$ cat src/include/rtcc_pkg.sv
package rtcc_pkg;
    localparam logic [4:0] OFS_CFG = 5'h00;
    localparam logic [4:0] OFS_TIME = 5'h04;
    localparam logic [4:0] OFS_ALRM = 5'h08;
    localparam logic [4:0] OFS_ACFG = 5'h0C;
    localparam logic [4:0] OFS_PAD = 5'h10;
    localparam logic [4:0] OFS_KEY = 5'h14;
    localparam int CFG_ON = 15;
    localparam int CFG_UNLOCK = 13;
    localparam int CFG_RIPPLE = 12;
    localparam int CFG_HALF = 11;
    localparam int CFG_OE = 10;
    localparam int CFG_PTR = 8;
    localparam int ACFG_ON = 15;
    localparam int ACFG_CHIME = 14;
    localparam int ACFG_MASK = 10;
    localparam int ACFG_PTR = 8;
    localparam int PAD_SEL = 1;
    localparam int PAD_TTL = 0;
    localparam logic [7:0] KEY_FIRST = 8'h55;
    localparam logic [7:0] KEY_SECOND = 8'hAA;
    localparam logic [1:0] RESP_OK = 2'h0;
    localparam logic [1:0] RESP_SLVERR = 2'h2;
    localparam int CLK_HZ = 100_000_000;
    localparam int RTC_HZ = 32_768;
    localparam int RTC_DIV_DEF = CLK_HZ / RTC_HZ;
    localparam int HALF_PULSES_DEF = RTC_HZ / 2;
    localparam int RIPPLE_PULSES = 32;
    localparam logic [7:0] SEC_MAX = 8'h59;
    localparam logic [7:0] HR_MAX = 8'h23;
    localparam logic [7:0] WDAY_MAX = 8'h06;
    localparam logic [7:0] MON_MAX = 8'h12;
    localparam logic [7:0] YR_MAX = 8'h99;
    localparam logic [7:0] DATE_MIN = 8'h01;
    localparam logic [15:0] WIN_MASK_0 = 16'h7F7F;
    localparam logic [15:0] WIN_MASK_1 = 16'h073F;
    localparam logic [15:0] WIN_MASK_2 = 16'h1F3F;
    localparam logic [15:0] WIN_MASK_3 = 16'h00FF;
    typedef struct packed {
        logic [7:0] yr, mon, day, wday, hr, min, sec;
    } cal_t;
    localparam cal_t CAL_RST = '{8'h00, 8'h01, 8'h01, 8'h00, 8'h00, 8'h00, 8'h00};
    localparam cal_t ALM_RST = '{8'h00, 8'h00, 8'h00, 8'h00, 8'h00, 8'h00, 8'h00};
    typedef enum logic [1:0] {
        KEY_IDLE = 2'b00,
        KEY_HALF = 2'b01,
        KEY_ARMED = 2'b11
    } key_state_t;
    typedef enum logic [3:0] {
        AM_HALF_SECOND_PHASE = 4'h0, AM_SEC = 4'h1, AM_10SEC = 4'h2, AM_MIN = 4'h3, AM_10MIN = 4'h4,
        AM_HOUR = 4'h5, AM_DAY = 4'h6, AM_WEEK = 4'h7, AM_MONTH = 4'h8, AM_YEAR = 4'h9
    } alarm_interval_t;
endpackage

$ cat src/verilog/rtcc_regs.sv
`timescale 1ns/100ps
// What this block does
// RULE_01: time pointer 00 min/sec, 01 weekday/hours, 10 month/day, 11 year only.
// RULE_02: accepted time window high-byte write decrements time pointer, stopping at 00.
// RULE_03: alarm pointer 00 min/sec, 01 weekday/hours, 10 month/day, 11 nothing.
// RULE_04: alarm window high-byte write decrements alarm pointer, stopping at 00.
// RULE_05: any read of a value window decrements its pointer, stopping at 00.
// RULE_06: time window writes are ignored while write unlock is clear.
// RULE_07: write unlock sets only on the write right after keys 55h then AAh.
// RULE_08: software keeps write unlock clear except while updating the time.
// RULE_09: module enable bit changes only while write unlock is set.
// RULE_10: ripple flag reads 1 near a rollover, 0 when reads are safe.
// RULE_11: half-second phase is 1 in second half; low minutes_seconds_reg write clears it.
// RULE_12: pin driven only with output on; select picks seconds clock or alarm.
// RULE_13: signed trim adds or removes 4 pulses per step each minute.
// RULE_14: configuration register is cleared only by power-on reset.
// RULE_15: alarm enable clears after an event with repeat 00h and chime off.
// RULE_16: with chime the repeat counter wraps 00h to FFh, else stops.
// RULE_17: alarm interval codes 0 to 9 select period; others never fire.
// RULE_18: yearly alarm on February 29 fires only in leap years.
// RULE_19: repeat counter decrements on every alarm event except at 00h with chime off, where it stays 00h.
// RULE_20: time values are kept as BCD digits with their ranges.
// RULE_21: alarm fires when selected time fields equal alarm values and enabled.
// RULE_22: with module off the counters hold and no alarm fires.
module rtcc_regs
    import rtcc_pkg::*;
#(
    parameter int HALF_PULSES = HALF_PULSES_DEF,
    parameter int RTC_DIV = RTC_DIV_DEF
) (
    input wire logic aclk,
    input wire logic aresetn,
    input wire logic [4:0] awaddr,
    input wire logic awvalid,
    output logic awready,
    input wire logic [31:0] wdata,
    input wire logic [3:0] wstrb,
    input wire logic wvalid,
    output logic wready,
    output logic [1:0] bresp,
    output logic bvalid,
    input wire logic bready,
    input wire logic [4:0] araddr,
    input wire logic arvalid,
    output logic arready,
    output logic [31:0] rdata,
    output logic [1:0] rresp,
    output logic rvalid,
    input wire logic rready,
    output logic rtc_pin,
    output logic rtc_pin_oe,
    output logic parallel_port_input_buffer_type
);

    cal_t cur_reg, al_reg;
    logic [1:0] tptr_reg, aptr_reg;
    logic on_reg, unlock_reg, oe_reg, half_reg, sel_reg;
    logic alarm_on_reg, chime_reg, alarm_tgl_reg;
    logic [7:0] trim_reg, rpt_reg;
    logic [3:0] mask_reg;
    key_state_t key_reg;
    logic [11:0] div_reg;
    logic signed [16:0] cnt_reg;
    logic tick_d_reg, sec_d_reg;
    logic rtc_pulse, half_tick, sec_tick, ripple, match, alarm_ev;
    logic wr_go, rd_go, wr_cfg, wr_time, wr_alrm, wr_acfg, wr_pad, wr_key;
    logic rd_time, rd_alrm, wr_minutes_seconds_reg_lo, rd_err;
    logic [31:0] rd_word;

    function automatic logic [7:0] bcd_inc(input logic [7:0] v, input logic [7:0] lo, input logic [7:0] hi);
        if (v >= hi)
            return lo;
        if (v[3:0] >= 4'h9)
            return {v[7:4] + 4'h1, 4'h0}; // RULE_20
        return v + 8'h01;
    endfunction

    function automatic logic leap(input logic [7:0] yr);
        logic [3:0] o;
        o = yr[3:0];
        if (yr[4])
            return o == 4'h2 || o == 4'h6;
        return o == 4'h0 || o == 4'h4 || o == 4'h8;
    endfunction

    function automatic logic [7:0] month_end(input logic [7:0] mon, input logic [7:0] yr);
        case (mon)
            8'h02: month_end = leap(yr) ? 8'h29 : 8'h28;
            8'h04, 8'h06, 8'h09, 8'h11: month_end = 8'h30;
            default: month_end = 8'h31;
        endcase
    endfunction

    function automatic logic [15:0] win_rd(input cal_t c, input logic [1:0] p);
        case (p) // RULE_01 RULE_03
            2'b00: win_rd = {c.min, c.sec};
            2'b01: win_rd = {c.wday, c.hr};
            2'b10: win_rd = {c.mon, c.day};
            default: win_rd = {8'h00, c.yr};
        endcase
    endfunction

    function automatic cal_t win_wr(input cal_t c, input logic [1:0] p, input logic [15:0] d,
                                    input logic [1:0] s);
        cal_t r;
        logic [15:0] m;
        r = c;
        m = p == 2'b00 ? WIN_MASK_0 : p == 2'b01 ? WIN_MASK_1 : p == 2'b10 ? WIN_MASK_2 : WIN_MASK_3;
        d = d & m;
        case (p)
            2'b00: begin
                if (s[1]) r.min = d[15:8];
                if (s[0]) r.sec = d[7:0];
            end
            2'b01: begin
                if (s[1]) r.wday = d[15:8];
                if (s[0]) r.hr = d[7:0];
            end
            2'b10: begin
                if (s[1]) r.mon = d[15:8];
                if (s[0]) r.day = d[7:0];
            end
            default: begin
                if (s[0]) r.yr = d[7:0];
            end
        endcase
        return r;
    endfunction

    // bus handshakes: address and data are taken together, so awready and wready follow one expression
    assign wr_go = awready && awvalid && wvalid;
    assign rd_go = arready && arvalid;
    assign wr_cfg = wr_go && awaddr == OFS_CFG;
    assign wr_time = wr_go && awaddr == OFS_TIME;
    assign wr_alrm = wr_go && awaddr == OFS_ALRM;
    assign wr_acfg = wr_go && awaddr == OFS_ACFG;
    assign wr_pad = wr_go && awaddr == OFS_PAD;
    assign wr_key = wr_go && awaddr == OFS_KEY;
    assign rd_time = rd_go && araddr == OFS_TIME;
    assign rd_alrm = rd_go && araddr == OFS_ALRM;
    assign wr_minutes_seconds_reg_lo = wr_time && unlock_reg && tptr_reg == 2'b00 && wstrb[0];

    always_ff @(posedge aclk) begin
        if (!aresetn) begin
            awready <= 1'b0;
            wready <= 1'b0;
            bvalid <= 1'b0;
            bresp <= RESP_OK;
        end else begin
            awready <= awvalid && wvalid && !awready && !bvalid;
            wready <= awvalid && wvalid && !awready && !bvalid;
            if (wr_go) begin
                bvalid <= 1'b1;
                bresp <= (wr_cfg || wr_time || wr_alrm || wr_acfg || wr_pad || wr_key) ? RESP_OK : RESP_SLVERR;
            end else if (bready) begin
                bvalid <= 1'b0;
            end
        end
    end

    always_comb begin
        rd_err = 1'b0;
        if (araddr == OFS_CFG)
            rd_word = {16'h0000, on_reg, 1'b0, unlock_reg, ripple, half_reg, oe_reg, tptr_reg, trim_reg};
        else if (araddr == OFS_TIME)
            rd_word = {16'h0000, win_rd(cur_reg, tptr_reg)};
        else if (araddr == OFS_ALRM)
            rd_word = {16'h0000, win_rd(al_reg, aptr_reg)};
        else if (araddr == OFS_ACFG)
            rd_word = {16'h0000, alarm_on_reg, chime_reg, mask_reg, aptr_reg, rpt_reg};
        else if (araddr == OFS_PAD)
            rd_word = {30'h00000000, sel_reg, parallel_port_input_buffer_type};
        else if (araddr == OFS_KEY)
            rd_word = 32'h00000000;
        else begin
            rd_word = 32'h00000000;
            rd_err = 1'b1;
        end
    end

    always_ff @(posedge aclk) begin
        if (!aresetn) begin
            arready <= 1'b0;
            rvalid <= 1'b0;
            rdata <= 32'h00000000;
            rresp <= RESP_OK;
        end else begin
            arready <= arvalid && !arready && !rvalid;
            if (rd_go) begin
                rvalid <= 1'b1;
                rdata <= rd_word;
                rresp <= rd_err ? RESP_SLVERR : RESP_OK;
            end else if (rready) begin
                rvalid <= 1'b0;
            end
        end
    end

    // key sequence: any write other than the expected one drops the sequence, except a repeated 55h, which keeps it at the first key
    always_ff @(posedge aclk) begin
        if (!aresetn) begin
            key_reg <= KEY_IDLE;
        end else if (wr_go) begin
            if (wr_key && wstrb[0]) begin
                case (key_reg)
                    KEY_HALF: key_reg <= wdata[7:0] == KEY_SECOND ? KEY_ARMED :
                                         wdata[7:0] == KEY_FIRST ? KEY_HALF : KEY_IDLE;
                    default: key_reg <= wdata[7:0] == KEY_FIRST ? KEY_HALF : KEY_IDLE;
                endcase
            end else begin
                key_reg <= KEY_IDLE; // RULE_07
            end
        end
    end

    // only aresetn (the power-on reset) clears this register
    always_ff @(posedge aclk) begin
        if (!aresetn) begin // RULE_14
            on_reg <= 1'b0;
            unlock_reg <= 1'b0;
            oe_reg <= 1'b0;
            trim_reg <= 8'h00;
        end else if (wr_cfg) begin
            if (wstrb[1]) begin
                if (unlock_reg)
                    on_reg <= wdata[CFG_ON]; // RULE_09
                unlock_reg <= wdata[CFG_UNLOCK] && (unlock_reg || key_reg == KEY_ARMED); // RULE_07
                oe_reg <= wdata[CFG_OE];
            end
            if (wstrb[0])
                trim_reg <= wdata[7:0];
        end
    end

    always_ff @(posedge aclk) begin
        if (!aresetn)
            tptr_reg <= 2'b00;
        else if (wr_cfg && wstrb[1])
            tptr_reg <= wdata[CFG_PTR+:2];
        else if ((wr_time && unlock_reg && wstrb[1]) || rd_time) // RULE_02 RULE_05
            tptr_reg <= tptr_reg == 2'b00 ? 2'b00 : tptr_reg - 2'b01;
    end

    always_ff @(posedge aclk) begin
        if (!aresetn)
            aptr_reg <= 2'b00;
        else if (wr_acfg && wstrb[1])
            aptr_reg <= wdata[ACFG_PTR+:2];
        else if ((wr_alrm && wstrb[1]) || rd_alrm) // RULE_04 RULE_05
            aptr_reg <= aptr_reg == 2'b00 ? 2'b00 : aptr_reg - 2'b01;
    end

    always_ff @(posedge aclk) begin
        if (!aresetn) begin
            sel_reg <= 1'b0;
            parallel_port_input_buffer_type <= 1'b0;
        end else if (wr_pad && wstrb[0]) begin
            sel_reg <= wdata[PAD_SEL];
            parallel_port_input_buffer_type <= wdata[PAD_TTL];
        end
    end

    // timebase: 32.768 kHz pulse derived from aclk, stopped while the module is off
    assign rtc_pulse = on_reg && div_reg == 12'(RTC_DIV - 1); // RULE_22
    assign half_tick = rtc_pulse && cnt_reg >= 17'(HALF_PULSES - 1);
    assign sec_tick = half_tick && half_reg;
    assign ripple = on_reg && half_reg && cnt_reg >= 17'(HALF_PULSES - RIPPLE_PULSES); // RULE_10

    always_ff @(posedge aclk) begin
        if (!aresetn || !on_reg || rtc_pulse)
            div_reg <= 12'h000;
        else
            div_reg <= div_reg + 12'h001;
    end

    // trim is applied by starting the first half second of a minute off zero
    always_ff @(posedge aclk) begin
        if (!aresetn)
            cnt_reg <= 17'sh00000;
        else if (half_tick)
            cnt_reg <= (sec_tick && cur_reg.sec == SEC_MAX) ? {{7{trim_reg[7]}}, trim_reg, 2'b00} : 17'sh00000; // RULE_13
        else if (wr_minutes_seconds_reg_lo)
            cnt_reg <= 17'sh00000;
        else if (rtc_pulse)
            cnt_reg <= cnt_reg + 17'sh00001;
    end

    always_ff @(posedge aclk) begin
        if (!aresetn)
            half_reg <= 1'b0;
        else if (half_tick)
            half_reg <= !half_reg; // RULE_11
        else if (wr_minutes_seconds_reg_lo)
            half_reg <= 1'b0; // RULE_11
    end

    always_ff @(posedge aclk) begin
        if (!aresetn) begin
            cur_reg <= CAL_RST;
        end else begin
            if (sec_tick) begin
                cur_reg.sec <= bcd_inc(cur_reg.sec, 8'h00, SEC_MAX);
                if (cur_reg.sec == SEC_MAX) begin
                    cur_reg.min <= bcd_inc(cur_reg.min, 8'h00, SEC_MAX);
                    if (cur_reg.min == SEC_MAX) begin
                        cur_reg.hr <= bcd_inc(cur_reg.hr, 8'h00, HR_MAX);
                        if (cur_reg.hr == HR_MAX) begin
                            cur_reg.wday <= bcd_inc(cur_reg.wday, 8'h00, WDAY_MAX);
                            cur_reg.day <= bcd_inc(cur_reg.day, DATE_MIN, month_end(cur_reg.mon, cur_reg.yr));
                            if (cur_reg.day >= month_end(cur_reg.mon, cur_reg.yr)) begin
                                cur_reg.mon <= bcd_inc(cur_reg.mon, DATE_MIN, MON_MAX);
                                if (cur_reg.mon == MON_MAX)
                                    cur_reg.yr <= bcd_inc(cur_reg.yr, 8'h00, YR_MAX);
                            end
                        end
                    end
                end
            end
            // a write in the same cycle as a tick overrides every field, so that tick's increments are lost
            if (wr_time && unlock_reg) // RULE_06
                cur_reg <= win_wr(cur_reg, tptr_reg, wdata[15:0], wstrb[1:0]);
        end
    end

    always_ff @(posedge aclk) begin
        if (!aresetn)
            al_reg <= ALM_RST;
        else if (wr_alrm && aptr_reg != 2'b11) // RULE_03
            al_reg <= win_wr(al_reg, aptr_reg, wdata[15:0], wstrb[1:0]);
    end

    // compare one cycle after the tick so the time has settled
    always_ff @(posedge aclk) begin
        if (!aresetn) begin
            tick_d_reg <= 1'b0;
            sec_d_reg <= 1'b0;
        end else begin
            tick_d_reg <= half_tick;
            sec_d_reg <= sec_tick;
        end
    end

    always_comb begin
        case (mask_reg) // RULE_17
            AM_HALF_SECOND_PHASE: match = tick_d_reg;
            AM_SEC: match = sec_d_reg;
            AM_10SEC: match = sec_d_reg && cur_reg.sec[3:0] == al_reg.sec[3:0];
            AM_MIN: match = sec_d_reg && cur_reg.sec == al_reg.sec;
            AM_10MIN: match = sec_d_reg && cur_reg.sec == al_reg.sec && cur_reg.min[3:0] == al_reg.min[3:0];
            AM_HOUR: match = sec_d_reg && cur_reg[15:0] == al_reg[15:0];
            AM_DAY: match = sec_d_reg && cur_reg[23:0] == al_reg[23:0];
            AM_WEEK: match = sec_d_reg && cur_reg[31:0] == al_reg[31:0];
            AM_MONTH: match = sec_d_reg && cur_reg[23:0] == al_reg[23:0] && cur_reg.day == al_reg.day;
            // the date 02-29 only exists in a leap year, so it recurs every 4 years
            AM_YEAR: match = sec_d_reg && cur_reg[23:0] == al_reg[23:0] // RULE_18
                             && cur_reg[47:32] == al_reg[47:32];
            default: match = 1'b0;
        endcase
    end

    assign alarm_ev = match && alarm_on_reg && on_reg; // RULE_21 RULE_22

    // a software write in the same cycle as an event wins, so a re-arm is not lost
    always_ff @(posedge aclk) begin
        if (!aresetn) begin
            alarm_on_reg <= 1'b0;
            chime_reg <= 1'b0;
            mask_reg <= 4'h0;
            rpt_reg <= 8'h00;
        end else begin
            if (alarm_ev) begin
                if (rpt_reg != 8'h00)
                    rpt_reg <= rpt_reg - 8'h01; // RULE_19
                else if (chime_reg)
                    rpt_reg <= 8'hFF; // RULE_16
                else
                    alarm_on_reg <= 1'b0; // RULE_15
            end
            if (wr_acfg && wstrb[1]) begin
                alarm_on_reg <= wdata[ACFG_ON];
                chime_reg <= wdata[ACFG_CHIME];
                mask_reg <= wdata[ACFG_MASK+:4];
            end
            if (wr_acfg && wstrb[0])
                rpt_reg <= wdata[7:0];
        end
    end

    always_ff @(posedge aclk) begin
        if (!aresetn) begin
            alarm_tgl_reg <= 1'b0;
            rtc_pin <= 1'b0;
            rtc_pin_oe <= 1'b0;
        end else begin
            if (alarm_ev)
                alarm_tgl_reg <= !alarm_tgl_reg;
            rtc_pin <= oe_reg && (sel_reg ? half_reg : alarm_tgl_reg); // RULE_12
            rtc_pin_oe <= oe_reg; // RULE_12
        end
    end
endmodule

$ cat config.mk
export PLATFORM = sky130hd
export DESIGN_NAME = rtcc_regs
export DESIGN_NICKNAME = d
export VERILOG_FILES = /design/src/include/rtcc_pkg.sv /design/src/verilog/rtcc_regs.sv
export SDC_FILE = /design/constraint.sdc
export NUM_CORES = 1
export LEC_CHECK = 0
export BUFFER_PORTS_ARGS = -buffer_cell sky130_fd_sc_hd__buf_2
export CORE_MARGIN = 2
export CORE_UTILIZATION = 33
export CTS_BUF_LIST = sky130_fd_sc_hd__clkbuf_4
export CTS_CLUSTER_DIAMETER = 40
export CTS_CLUSTER_SIZE = 40
export DETAILED_ROUTE_END_ITERATION = 10
export GPL_TIMING_DRIVEN = 1
export PLACE_DENSITY = 0.54
export SLEW_MARGIN = 20
export SYNTH_ARGS = -nofsm -noshare
export SYNTH_HDL_FRONTEND = slang
export SYNTH_SLANG_ARGS = --single-unit
export TNS_END_PERCENT = 5
$ cat constraint.sdc
create_clock -name aclk -period 6.3 [get_ports aclk]
set_input_delay 0.945 -clock aclk [delete_from_list [all_inputs] [get_ports aclk]]
set_output_delay 0.945 -clock aclk [all_outputs]
set_load 0.1 [all_outputs]
==> out/qor.txt <==
Placed Area: 0.0122 mm2
Peak VDD IR: 103 uV
Path type of the worst setup path: flip-flop to flip-flop
Buffers added on ports: 60
H-tree depth: 4
Cell Pwr Density: 169 mW/mm2
DP HPWL: 27.9 mm
Worst-path clk slew: 0.16 ns
Clock Sinks: 199
Final wirelength: 38.8 mm
Slew @ Worst Pin: 1.05 ns
Die ar.: 0.0369 mm2
Area Growth Syn to Fin: 6.91%
Worst-case hold slack: 0.463 ns
Crit path max fanout: 7
DR vias: 11100
Wire per inst: 19.8 um
Post-Place Setup Slack: 2.29 ns
Relative slew slack: 0.297
Cells after synthesis: 1494
I/O Pins: 97
Leak: 4.41 nW
Total Power: 2.11 mW
Hold Crit Class: flip-flop to flip-flop
Status: finished clean
Setup ws final: 2.26 ns
Violation count after the first detailed-routing iteration: 1240
Core area: 0.0347 mm2
Post-synth top area cell: dfxtp_1
Die Y: 192 um
Post-route DRC: 0
Max FFs per register: 56
Share of the synthesized area in the top cell type: 0.341
Post-synthesis sequential area ratio: 0.341
Cell Rows: 68
Vias/cell: 5.67
Final Hold Viols: 0
Worst-Skew Late Latency: 0.66 ns
Initial core utilization: 0.336
Post-CTS setup buffer count: 0
Nets: 1609
Setup TNS: 0 ns
Post-layout util: 0.360
Slew Limit Fails: 0
Fin crit period: 4.04 ns
Top FF cell, synth: dfxtp_1
Worst Reg-to-Reg Cells: 14
Reg2reg start: cur_reg[48]
TritonCTS Buffers: 17
Hold Path Depth: 2
Fill cells: 3681
Final Cell Area: 0.0125 mm2
EDFF count, synth: 0
Global-route wire length before repair: 60.1 mm
CP endpoint kind: flip-flop
Initial antenna violation count: 1
Clock Path Buffers: 2
Number of global-route vias before repair: 10300
Final number of setup-violating endpoints: 0
CTS Hold Bufs: 0
Crit path DAT: 4.58 ns
Synth Cell Area: 0.0117 mm2
Worst Hold Launch: rdata[1]
CP required: 6.85 ns
Final worst path period share: 0.641
Share of layout cells above drive strength 1: 0.0861
Antenna viol nets, final: 0
Yosys Warn Count: 0
Yosys reg bits: 199
Number of distinct library cells after synthesis: 87
Die width: 192 um
Gr usage total: 0.212
Commonest non-fill, non-tap cell in the layout: nand2_1
Startpoint type of the worst setup path: flip-flop
CTS root buffer: clkbuf_4
Largest net degree at the start of global routing: 69
Placed cell count: 1932
Max Cap Viol: 0
Max Freq: 0.248 GHz
Grt ovf: 0
First drt pass iteration count: 6
Avg Cell Area, Syn: 7.82 um2
GPL Wtd Cong: 0.892
CP Launch Point: cur_reg[48]
Synth top area cells: dfxtp_1 (34%), nand2_1 (6.8%), ha_1 (6.4%)
Post-CTS Resized: 0
Clock Skew: 0.0427 ns
Most frequent cells in the layout: nand2_1 (213), dfxtp_1 (199), nor2_1 (135), a21oi_1 (135), nand3_1 (72)
TritonCTS clock tree: yes
RSZ-0062 raised after global routing: false
Final std cells w/o fill: 1965
Ys async rst share: 0
## cell type report
| class | instances | area [um2] | area share |
|---|---|---|---|
| Timing Repair Buffer | 73 | 398 | 0.0319 |
| Antenna cell | 1 | 2.50 | 0.000200 |
| Clock buffer | 17 | 128 | 0.0102 |
| Tap cell | 455 | 569 | 0.0456 |
| Multi-Input combinational cell | 1157 | 7100 | 0.569 |
| Sequential cell | 199 | 3980 | 0.319 |
| Clock inverter | 15 | 121 | 0.00972 |
| Inverter | 48 | 183 | 0.0146 |
## synth_stat cells (all sizes together), types with 15 or more instances
cell type,instances
a211oi,15
a21oi,139
a222oi,31
a22oi,23
and2,15
and3,28
buf,30
clkbuf,77
dfxtp,199
ha,60
inv,47
mux2i,23
nand2,214
nand2b,18
nand3,73
nor2,135
nor3,22
o21ai,90
o31ai,19
xnor2,35
xor2,24
## worst max-delay path: stages, from the launching register on
cell and delay [ns]:
dfxtp_1 0.49, inv_1 0.13, ha_1 0.22, mux2_2 0.26, a32o_1 0.23, mux2_2 0.27
ha_1 0.26, or4b_1 0.47, a21o_1 0.19, a21o_1 0.19, a2111oi_4 0.54, or2_4 0.25
or2_2 0.21, a21oi_1 0.07, o31ai_2 0.18
## per-layer routing
layer	wire, um	GRT usage
met4	889	0.0619
met2	17600	0.342
met5	0	0
met1	17800	0.291
met3	2490	0.0320
## cell families (layout without fill, tap and decap cells)
group           Yosys count  in the layout  share of synthesized area
simple gates            574            574                      0.231
compound gates          421            421                      0.240
flops                   199            199                      0.341
buf+inv                 155            153                     0.0573
fa+ha+maj                60             60                     0.0643
xor+xnor                 59             59                     0.0443
mux                      25             25                     0.0216
other cells               1             19                   0.000321
## report_power, final
group / switching (mW) / internal, mW / total (mW)
registers: 0.00315 / 1.26 / 1.27
clock network: 0.506 / 0.166 / 0.672
logic: 0.151 / 0.0225 / 0.174
total: 0.661 / 1.45 / 2.11
## worst paths after layout
kind | endpoint | slack [ns]
max | cur_reg[51] | 2.26
min | rdata[1] | 0.46
max reg2reg | cur_reg[51] | 2.26
min reg2reg | rdata[1] | 0.46
Note: power is estimated with default switching activity, not from simulation.
